### src/design/dacbl_pkg.sv
/*
  constants shared by the host-side controller of a double-buffered
  12-bit converter input latch.
  assumes a 125 MHz clock; pin timing in ns is turned into cycles here.
*/
package dacbl_pkg;

  // ----------------------------------------------------------------
  // data word layout
  // ----------------------------------------------------------------
  localparam int          DATA_W      = 12;
  localparam int          LOW_LSB     = 0;
  localparam int          LOW_W       = 8;
  localparam int          HIGH_LSB    = 8;
  localparam int          HIGH_W      = 4;
  localparam int          MSB_POS     = 11;
  localparam logic [11:0] MID_CODE    = 12'h800;

  // ----------------------------------------------------------------
  // command codes on the user side
  // ----------------------------------------------------------------
  localparam logic [2:0]  CMD_LOW     = 3'h0; // low byte only
  localparam logic [2:0]  CMD_HIGH    = 3'h1; // high nibble only
  localparam logic [2:0]  CMD_LOAD    = 3'h2; // transfer to output latch
  localparam logic [2:0]  CMD_HIGH_LD = 3'h3; // high nibble plus transfer
  localparam logic [2:0]  CMD_FULL    = 3'h4; // all latches transparent
  localparam logic [2:0]  CMD_RESET   = 3'h5; // force mid code

  // ----------------------------------------------------------------
  // timing, own unit then cycles
  // ----------------------------------------------------------------
  localparam int CLK_PERIOD_NS = 8;
  localparam int SETUP_NS      = 40; // enables and data before strobe
  localparam int STROBE_NS     = 40; // write gate low time
  localparam int HOLD_NS       = 16; // data held after strobe rises
  localparam int SETUP_CYC  = (SETUP_NS + CLK_PERIOD_NS - 1) / CLK_PERIOD_NS;
  localparam int STROBE_CYC = (STROBE_NS + CLK_PERIOD_NS - 1) / CLK_PERIOD_NS;
  localparam int HOLD_CYC   = (HOLD_NS + CLK_PERIOD_NS - 1) / CLK_PERIOD_NS;
  localparam int CNT_W      = 4;

  // ----------------------------------------------------------------
  // sequencer states
  // ----------------------------------------------------------------
  typedef enum logic [2:0] {
    DACBL_IDLE   = 3'b000,
    DACBL_SETUP  = 3'b001,
    DACBL_STROBE = 3'b010,
    DACBL_HOLD   = 3'b011
  } dacbl_state_t;

endpackage : dacbl_pkg

### src/design/dacbl_host.sv
/*
  host-side controller that drives the pins of a double-buffered
  12-bit converter latch: sets up enables and data, strobes the
  write gate, then holds data past the strobe.
  assumes the user side is on i_clk; converter pins are outputs only.
*/
`timescale 1ns/1ps
module dacbl_host
  import dacbl_pkg::*;
#(
  parameter int SETUP_CYCLES  = SETUP_CYC,
  parameter int STROBE_CYCLES = STROBE_CYC,
  parameter int HOLD_CYCLES   = HOLD_CYC
)
(
  // clock and control
  input  wire logic              i_clk,
  input  wire logic              i_rst,
  input  wire logic              i_ce,
  // user command port
  input  wire logic              i_req,
  input  wire logic [2:0]        i_cmd,
  input  wire logic [DATA_W-1:0] i_data,
  input  wire logic              i_twos,
  output logic                   o_busy,
  output logic                   o_done,
  // converter pins
  output logic                   o_write_gate_n,
  output logic                   o_low_byte_enable_n,
  output logic                   o_high_nibble_enable_n,
  output logic                   o_output_latch_load_n,
  output logic                   o_reset_n,
  output logic [DATA_W-1:0]      o_data_in_bits
);

  // --------------------------------------------------------------
  // declarations
  // --------------------------------------------------------------
  dacbl_state_t      state_r,  state_nxt;
  logic [CNT_W-1:0]  cnt_r,    cnt_nxt;
  logic [2:0]        cmd_r,    cmd_nxt;
  logic [11:0]       data_r,   data_nxt;
  logic              twos_r,   twos_nxt;
  logic              wr_n_r,   wr_n_nxt;
  logic              busy_r,   busy_nxt;
  logic              done_r,   done_nxt;
  logic              le_n_r,   le_n_nxt;
  logic              he_n_r,   he_n_nxt;
  logic              ld_n_r,   ld_n_nxt;
  logic              rs_n_r,   rs_n_nxt;
  logic [11:0]       pins_r,   pins_nxt;
  logic              map_le_n;
  logic              map_he_n;
  logic              map_ld_n;
  logic              map_rs_n;
  logic [11:0]       map_data;

  // --------------------------------------------------------------
  // pin decode
  // --------------------------------------------------------------
  dacbl_pinmap u_pinmap (
    .i_cmd                  (cmd_r),
    .i_data                 (data_r),
    .i_twos                 (twos_r),
    .o_low_byte_enable_n    (map_le_n),
    .o_high_nibble_enable_n (map_he_n),
    .o_output_latch_load_n  (map_ld_n),
    .o_reset_n              (map_rs_n),
    .o_data_in_bits         (map_data)
  );

  // --------------------------------------------------------------
  // sequencer next state
  // --------------------------------------------------------------
  // setup, strobe, hold; gate only drops once enables settled
  always_comb
  begin
    state_nxt = state_r;
    cnt_nxt   = cnt_r;
    cmd_nxt   = cmd_r;
    data_nxt  = data_r;
    twos_nxt  = twos_r;
    wr_n_nxt  = wr_n_r;
    busy_nxt  = busy_r;
    done_nxt  = 1'b0;
    le_n_nxt  = le_n_r;
    he_n_nxt  = he_n_r;
    ld_n_nxt  = ld_n_r;
    rs_n_nxt  = 1'b1;
    pins_nxt  = pins_r;
    case (state_r)
      DACBL_IDLE:
      begin
        wr_n_nxt = 1'b1;
        if (i_req)
        begin
          cmd_nxt   = i_cmd;
          data_nxt  = i_data;
          twos_nxt  = i_twos;
          busy_nxt  = 1'b1;
          cnt_nxt   = CNT_W'(SETUP_CYCLES - 1);
          state_nxt = DACBL_SETUP;
        end
      end
      DACBL_SETUP:
      begin
        // unused bits stay driven, never left floating
        le_n_nxt = map_le_n;
        he_n_nxt = map_he_n;
        ld_n_nxt = map_ld_n;
        rs_n_nxt = map_rs_n;
        pins_nxt = map_data;
        if (cnt_r == '0)
        begin
          cnt_nxt   = CNT_W'(STROBE_CYCLES - 1);
          state_nxt = DACBL_STROBE;
          // gate drops only when some latch enable is low
          wr_n_nxt  = map_le_n & map_he_n & map_ld_n;
        end
        else
          cnt_nxt = cnt_r - 1'b1;
      end
      DACBL_STROBE:
      begin
        rs_n_nxt = map_rs_n;
        if (cnt_r == '0)
        begin
          wr_n_nxt  = 1'b1;                 // rising gate captures
          cnt_nxt   = CNT_W'(HOLD_CYCLES - 1);
          state_nxt = DACBL_HOLD;
        end
        else
          cnt_nxt = cnt_r - 1'b1;
      end
      DACBL_HOLD:
      begin
        if (cnt_r == '0)
        begin
          le_n_nxt  = 1'b1;
          he_n_nxt  = 1'b1;
          ld_n_nxt  = 1'b1;
          busy_nxt  = 1'b0;
          done_nxt  = 1'b1;
          state_nxt = DACBL_IDLE;
        end
        else
          cnt_nxt = cnt_r - 1'b1;
      end
      default:
      begin
        state_nxt = DACBL_IDLE;
        wr_n_nxt  = 1'b1;
        busy_nxt  = 1'b0;
      end
    endcase
  end

  // --------------------------------------------------------------
  // registers
  // --------------------------------------------------------------
  // clock enable freezes everything; reset parks pins inactive
  always_ff @(posedge i_clk)
  begin
    if (i_rst)
    begin
      state_r <= DACBL_IDLE;
      cnt_r   <= '0;
      cmd_r   <= CMD_LOW;
      data_r  <= MID_CODE;
      twos_r  <= 1'b0;
      wr_n_r  <= 1'b1;
      busy_r  <= 1'b0;
      done_r  <= 1'b0;
      le_n_r  <= 1'b1;
      he_n_r  <= 1'b1;
      ld_n_r  <= 1'b1;
      rs_n_r  <= 1'b1;
      pins_r  <= 12'h000;
    end
    else if (i_ce)
    begin
      state_r <= state_nxt;
      cnt_r   <= cnt_nxt;
      cmd_r   <= cmd_nxt;
      data_r  <= data_nxt;
      twos_r  <= twos_nxt;
      wr_n_r  <= wr_n_nxt;
      busy_r  <= busy_nxt;
      done_r  <= done_nxt;
      le_n_r  <= le_n_nxt;
      he_n_r  <= he_n_nxt;
      ld_n_r  <= ld_n_nxt;
      rs_n_r  <= rs_n_nxt;
      pins_r  <= pins_nxt;
    end
  end

  // --------------------------------------------------------------
  // outputs
  // --------------------------------------------------------------
  assign o_busy                 = busy_r;
  assign o_done                 = done_r;
  assign o_write_gate_n         = wr_n_r;
  assign o_low_byte_enable_n    = le_n_r;
  assign o_high_nibble_enable_n = he_n_r;
  assign o_output_latch_load_n  = ld_n_r;
  assign o_reset_n              = rs_n_r;
  assign o_data_in_bits         = pins_r;

endmodule : dacbl_host

### src/design/dacbl_pinmap.sv
/*
  maps a command code and data word to the pin levels of the
  converter's input latch controls and data bits.
  assumes the caller registers the outputs before they reach pins.
*/
`timescale 1ns/1ps
module dacbl_pinmap
  import dacbl_pkg::*;
(
  // command
  input  wire logic [2:0]  i_cmd,
  input  wire logic [11:0] i_data,
  input  wire logic        i_twos,
  // pin levels
  output logic             o_low_byte_enable_n,
  output logic             o_high_nibble_enable_n,
  output logic             o_output_latch_load_n,
  output logic             o_reset_n,
  output logic [11:0]      o_data_in_bits
);

  // --------------------------------------------------------------
  // enable decoding
  // --------------------------------------------------------------
  // enables of the selected latches go low; others stay high so they keep their data
  always_comb
  begin
    o_low_byte_enable_n    = 1'b1;
    o_high_nibble_enable_n = 1'b1;
    o_output_latch_load_n  = 1'b1;
    o_reset_n              = 1'b1;
    case (i_cmd)
      CMD_LOW:     o_low_byte_enable_n = 1'b0;
      CMD_HIGH:    o_high_nibble_enable_n = 1'b0;
      CMD_LOAD:    o_output_latch_load_n = 1'b0;
      CMD_HIGH_LD:
      begin
        o_high_nibble_enable_n = 1'b0;
        o_output_latch_load_n  = 1'b0;
      end
      CMD_FULL:
      begin
        o_low_byte_enable_n    = 1'b0;
        o_high_nibble_enable_n = 1'b0;
        o_output_latch_load_n  = 1'b0;
      end
      CMD_RESET:   o_reset_n = 1'b0;
      default:     o_reset_n = 1'b1;
    endcase
  end

  // two's complement needs the top bit turned round
  always_comb
  begin
    o_data_in_bits          = i_data;
    o_data_in_bits[MSB_POS] = i_data[MSB_POS] ^ i_twos;
  end

endmodule : dacbl_pinmap

### config.mk
export PLATFORM = sky130hd
export DESIGN_NAME = dacbl_host
export DESIGN_NICKNAME = d
export VERILOG_FILES = /design/src/design/dacbl_pkg.sv /design/src/design/dacbl_host.sv /design/src/design/dacbl_pinmap.sv
export SDC_FILE = /design/constraint.sdc
export NUM_CORES = 1
export LEC_CHECK = 0
export BUFFER_PORTS_ARGS = -buffer_cell sky130_fd_sc_hd__buf_2
export CAP_MARGIN = 20
export CORE_MARGIN = 5
export CORE_UTILIZATION = 30
export DETAILED_ROUTE_END_ITERATION = 8
export GPL_ROUTABILITY_DRIVEN = 0
export SLEW_MARGIN = 30
export SYNTH_ARGS = -nofsm -noshare
export SYNTH_HDL_FRONTEND = slang
export SYNTH_HIERARCHICAL = 1
export SYNTH_SLANG_ARGS = --single-unit
### constraint.sdc
create_clock -name i_clk -period 2.4 [get_ports i_clk]
set_clock_uncertainty 0.05 [all_clocks]
set_input_delay 0.36 -clock i_clk [delete_from_list [all_inputs] [get_ports i_clk]]
set_output_delay 0.36 -clock i_clk [all_outputs]
set_load 0.02 [all_outputs]
# Word level (Yosys, flattened, before mapping)
# Cells that the tools add are included.
[totals]
input_bits = 20
register_bits = 42
output_inout_bits = 19
elab_cells = 74
[classes]
reduce_logical = 16
n_mux = 26
n_addsub = 1
n_bitwise = 5
eq_ne = 13
[ops]
columns = ["op", "count"]
rows = [
  ["$mux 4", 4],
  ["$pmux 4 s4", 1],
  ["$eq 3x2->1 const B", 4],
  ["$mux 3", 4],
  ["$pmux 3 s4", 1],
  ["$reduce_and 4->1", 3],
  ["$mux 1", 11],
  ["$ne 2x2->1 const B", 5],
  ["$eq 3x1->1 const B", 2],
  ["$eq 3x3->1 const B", 2],
  ["$logic_not 3->1", 2],
  ["$pmux 1 s2", 3],
  ["$pmux 1 s3", 2],
  ["$reduce_and 3->1", 2],
  ["$reduce_or 3->1", 2],
  ["$reduce_and 5->1", 1],
  ["$logic_not 4->1", 1],
  ["$reduce_bool 4->1", 1],
  ["$reduce_or 2->1", 2],
  ["$sub 4x1->4 const B", 1],
  ["$and 1x1->1", 2],
  ["$not 1->1", 2],
  ["$reduce_and 2->1", 1],
  ["$reduce_bool 2->1", 1],
  ["$xor 1x1->1", 1],
]

# Depth between registers and ports, before layout
[logic_depth]
ltp_word = 7
mapped_depth = 8
mapped_depth_nobuf = 6

# Hierarchy
# The synthesis kept the hierarchy.
[by_module_without_submodules]
columns = ["module", "cells_each", "area_each_um2", "instances"]
rows = [
  ["dacbl_host", 214, 1739.2, 1],
  ["dacbl_pinmap", 18, 131.4, 1],
]

# Worst setup path before layout
# OpenSTA, ideal clock, no wires.
[synth_timing]
path_kind = "register to register"
from = "register state_r[0]"
to = "register cnt_r[2]"
arrival_time_ps = 1702
setup_ps = 103
period_less_slack_ps = 1855
path_stages_with_launch = 8
setup_slack_ps = 545
cell_sequence = "dfxtp_1 -> inv_1 -> ha_1 -> buf_6 -> or4_4 -> nand3_2 -> nor4_1 -> a2111oi_2"
[synth_between]
elab_chain_cells = 3
[synth_rtl]
columns = ["item", "line_no", "text"]
rows = [
  ["from (decl)", "dacbl_host.sv:39", "dacbl_state_t state_r, state_nxt;"],
  ["from (signal assigned)", "dacbl_host.sv:182", "state_r <= state_nxt;"],
  ["$eq 3x2->1, or another cell as far along", "dacbl_host.sv:91", "case (state_r)"],
  ["$reduce_bool 4->1 (no source line) / $ne 2x2->1 (equally long branches)", "--", ""],
  ["$reduce_and 4->1 (no source line)", "--", ""],
  ["to (signal assigned)", "dacbl_host.sv:183", "cnt_r <= cnt_nxt;"],
  ["to (decl)", "dacbl_host.sv:40", "logic [CNT_W-1:0] cnt_r, cnt_nxt;"],
]
# Several ways; a longest one is shown, not always the timed one.
# A chain may end at the register's enable or synchronous reset.

# Worst setup path after layout
# Same ends and word-level chain as after synthesis.

==> metrics.cfg <==
[outcome]
status = finished clean

[timing]
setup_viol = 0
setup_tns_ps = 0
maxSlewHeadroom_pct = 59.6
slew_violations = 0
fin_crit_sh_pct = 82.4
layout_min_cycle_time_ps = 1980
fmax_mhz = 506
final-hold-violation-count = 0
tightest_slew_ps = 606
rsz0062_at_grt = no

[cts]
postCtsSetupRepairBufs = 0
path_clk_slew_ps = 80
cts_resized = 0
cts_tree = built
hold_buffers = 0
numCtsBuffers = 5
clk_path_buf_depth = 2
htreeDepth = 2
root_buffer = clkbuf_8
clk_latency_ps = 290
clock_sinks = 41

[die]
ios = 39
fp.dieW_um = 89.0
dieArea_sq_mm = 0.00791
core_sq_mm = 0.00599
die_h_um = 89.0
initial_utilization_pct = 31.2
row_count = 28

[cells_and_area]
area_growth_pct = 13.9
diodes = 0
drive_gt1_share_pct = 21.2
fill_cells = 657
num-nets-final = 279

[logic_synthesis]
async_flop_share_pct = 0
synthCells = 232
synthFlopType = dfxtp_1
yosysTopAreaCell = dfxtp_1
synth_edf_count = 0
synth_nets = 257
netlist_area_sq_mm = 0.00187
synth_warnings = 6
synth-seq-area-share_pct = 43.9
synthTopCellsByArea = dfxtp_1, nand2_1, a21oi_1, buf_4, ha_1
synth_top_area_share_pct = 43.9
ys_types = 45
synth_seq_cells = 41
avgSynthCellArea_sq_um = 8.06

[critical_path]
arrival_ps = 2120
reg2reg_to = cnt_r[2]
r2r_slack_ps = 420
endpoint_kind = register
path_class = register to register
ff2ff_path_depth = 6
r2r-start = state_r[0]
crit_path_start_kind = register
cp-startpoint = state_r[0]
cp_max_fo = 9
crit_required_ps = 2540

[power_and_ir_drop]
p_leak_nw = 0.846
p_per_area_mw_per_mm2 = 696
vdd_drop_max_mv = 0.289
power_mw = 1.48

[grt]
grt_pass1_vias = 1560
grt_pass1_wl_mm = 7.02
antenna_found_initial = 0
grt_overflow = 0
grt_max_degree = 31
grt.total_usage_pct = 11.5

[job]
cap_violations = 0

[hold_path]
holdPathEnd = data_r[11]
min_path_cells = 3
hold_class = input port to register
min_from = i_data[11]

[route]
routed_via_density = 4.75
drt_iter0_markers = 126
vias = 1568
drt_wl_total_mm = 4.15
drcViolationCount = 0
drtAntennaViolNets = 0
drtPass1Iterations = 4
avgRoutedWirePerCell_um = 12.6

[placement]
hpwl_mm = 2.97
place.port_buffers = 38

## metrics by stage
| stage | setup slack [ps] | instances | util, % | hold slack, ps | cell area (sq um) |
|---|---|---|---|---|---|
| global placement | 499 | 322 | 33.8 | 389 | 2030 |
| detailed placement | 435 | 322 | 33.8 | 395 | 2030 |
| floorplan | 545 | 232 | - | 387 | 1870 |
| CTS | 423 | 330 | 35.6 | 222 | 2130 |
| finish | 422 | 330 | 35.6 | 242 | 2130 |
| global route | 291 | 330 | 35.6 | 236 | 2130 |
## cell usage after synthesis (2+ instances only)
library cell,number
nand3b_1,3
nor2_1,5
nand3_1,2
ha_1,5
nand2_1,61
dfxtp_1,41
mux2i_1,2
o31ai_1,2
nor4_1,3
buf_4,11
a21oi_1,35
nand2b_1,4
clkbuf_1,12
o21ai_1,2
o21bai_1,3
and2_1,2
nor3_1,4
inv_1,7
o21ai_0,2
## worst max path at each step
stage | end | slack (ps) | cells past startpoint
floorplan | cnt_r[2] | 540 | 7
global placement | cnt_r[2] | 500 | 6
detailed placement | cnt_r[2] | 430 | 6
CTS | cnt_r[2] | 420 | 6
global route | cnt_r[2] | 290 | 6
finish | cnt_r[2] | 420 | 6
## sequential cells by signal, indices dropped and copies added, names as in the netlist
signal,cells
data_r,12
o_data_in_bits,12
cnt_r,4
cmd_r,3
state_r,2
o_busy,1
o_done,1
o_high_nibble_enable_n,1
o_low_byte_enable_n,1
o_output_latch_load_n,1
o_reset_n,1
o_write_gate_n,1
twos_r,1
## cell usage in the layout, fill, tap and decap left out, types with 3 or more instances in the layout
| cell | n |
|---|---|
| nand2_1 | 61 |
| dfxtp_1 | 41 |
| buf_2 | 38 |
| a21oi_1 | 35 |
| inv_1 | 7 |
| clkbuf_8 | 7 |
| nor2_1 | 5 |
| ha_1 | 5 |
| nand2b_1 | 4 |
| nor3_1 | 4 |
| nor4_1 | 3 |
| o21bai_1 | 3 |
| nand3b_1 | 3 |
## worst max-delay path, stage by stage (launching register included)
cell       delay [ps]
dfxtp_1           380
inv_1              80
ha_1              300
or4_4             570
nand3_2           140
nor4_1             80
a2111oi_2         270
## cell families (layout without fill, tap and decap cells)
group	count (synthesis)	after routing	synth area share, %
AO/OA/AOI/OAI	55	55	17.6
XOR/XNOR	1	1	0.468
adder cells (fa/ha/maj)	5	5	3.34
buffers and inverters	32	55	9.10
flip-flops	41	41	43.9
multiplexers	3	3	1.67
AND/OR/NAND/NOR	95	95	23.9
## layer usage
metal,wire [um],vias up,track usage [%]
met3,265,7,3.23
met2,1890,40,18.2
met4,95,0,5.68
met1,1890,704,14.2
met5,0,-,0
li1,-,817,-
## final cells by class
| type | instances | area, sq um | share of cell area, % |
|---|---|---|---|
| clock inverters | 1 | 8.76 | 0.411 |
| multi-input cells | 159 | 880 | 41.3 |
| inverters | 7 | 26.3 | 1.23 |
| flip-flops and latches | 41 | 821 | 38.5 |
| repair buffers | 40 | 205 | 9.63 |
| clock buffers | 7 | 96.3 | 4.52 |
| well taps | 75 | 93.8 | 4.40 |
## report_power, final
| group | switching [mW] | leakage (nW) | internal, mW | total [mW] |
|---|---|---|---|---|
| logic | 0.146 | 0.458 | 0.0896 | 0.235 |
| clock network | 0.246 | 0.0549 | 0.266 | 0.512 |
| registers | 0.0232 | 0.333 | 0.712 | 0.735 |
| total | 0.415 | 0.846 | 1.07 | 1.48 |
Power figures use the tool's default switching activity.
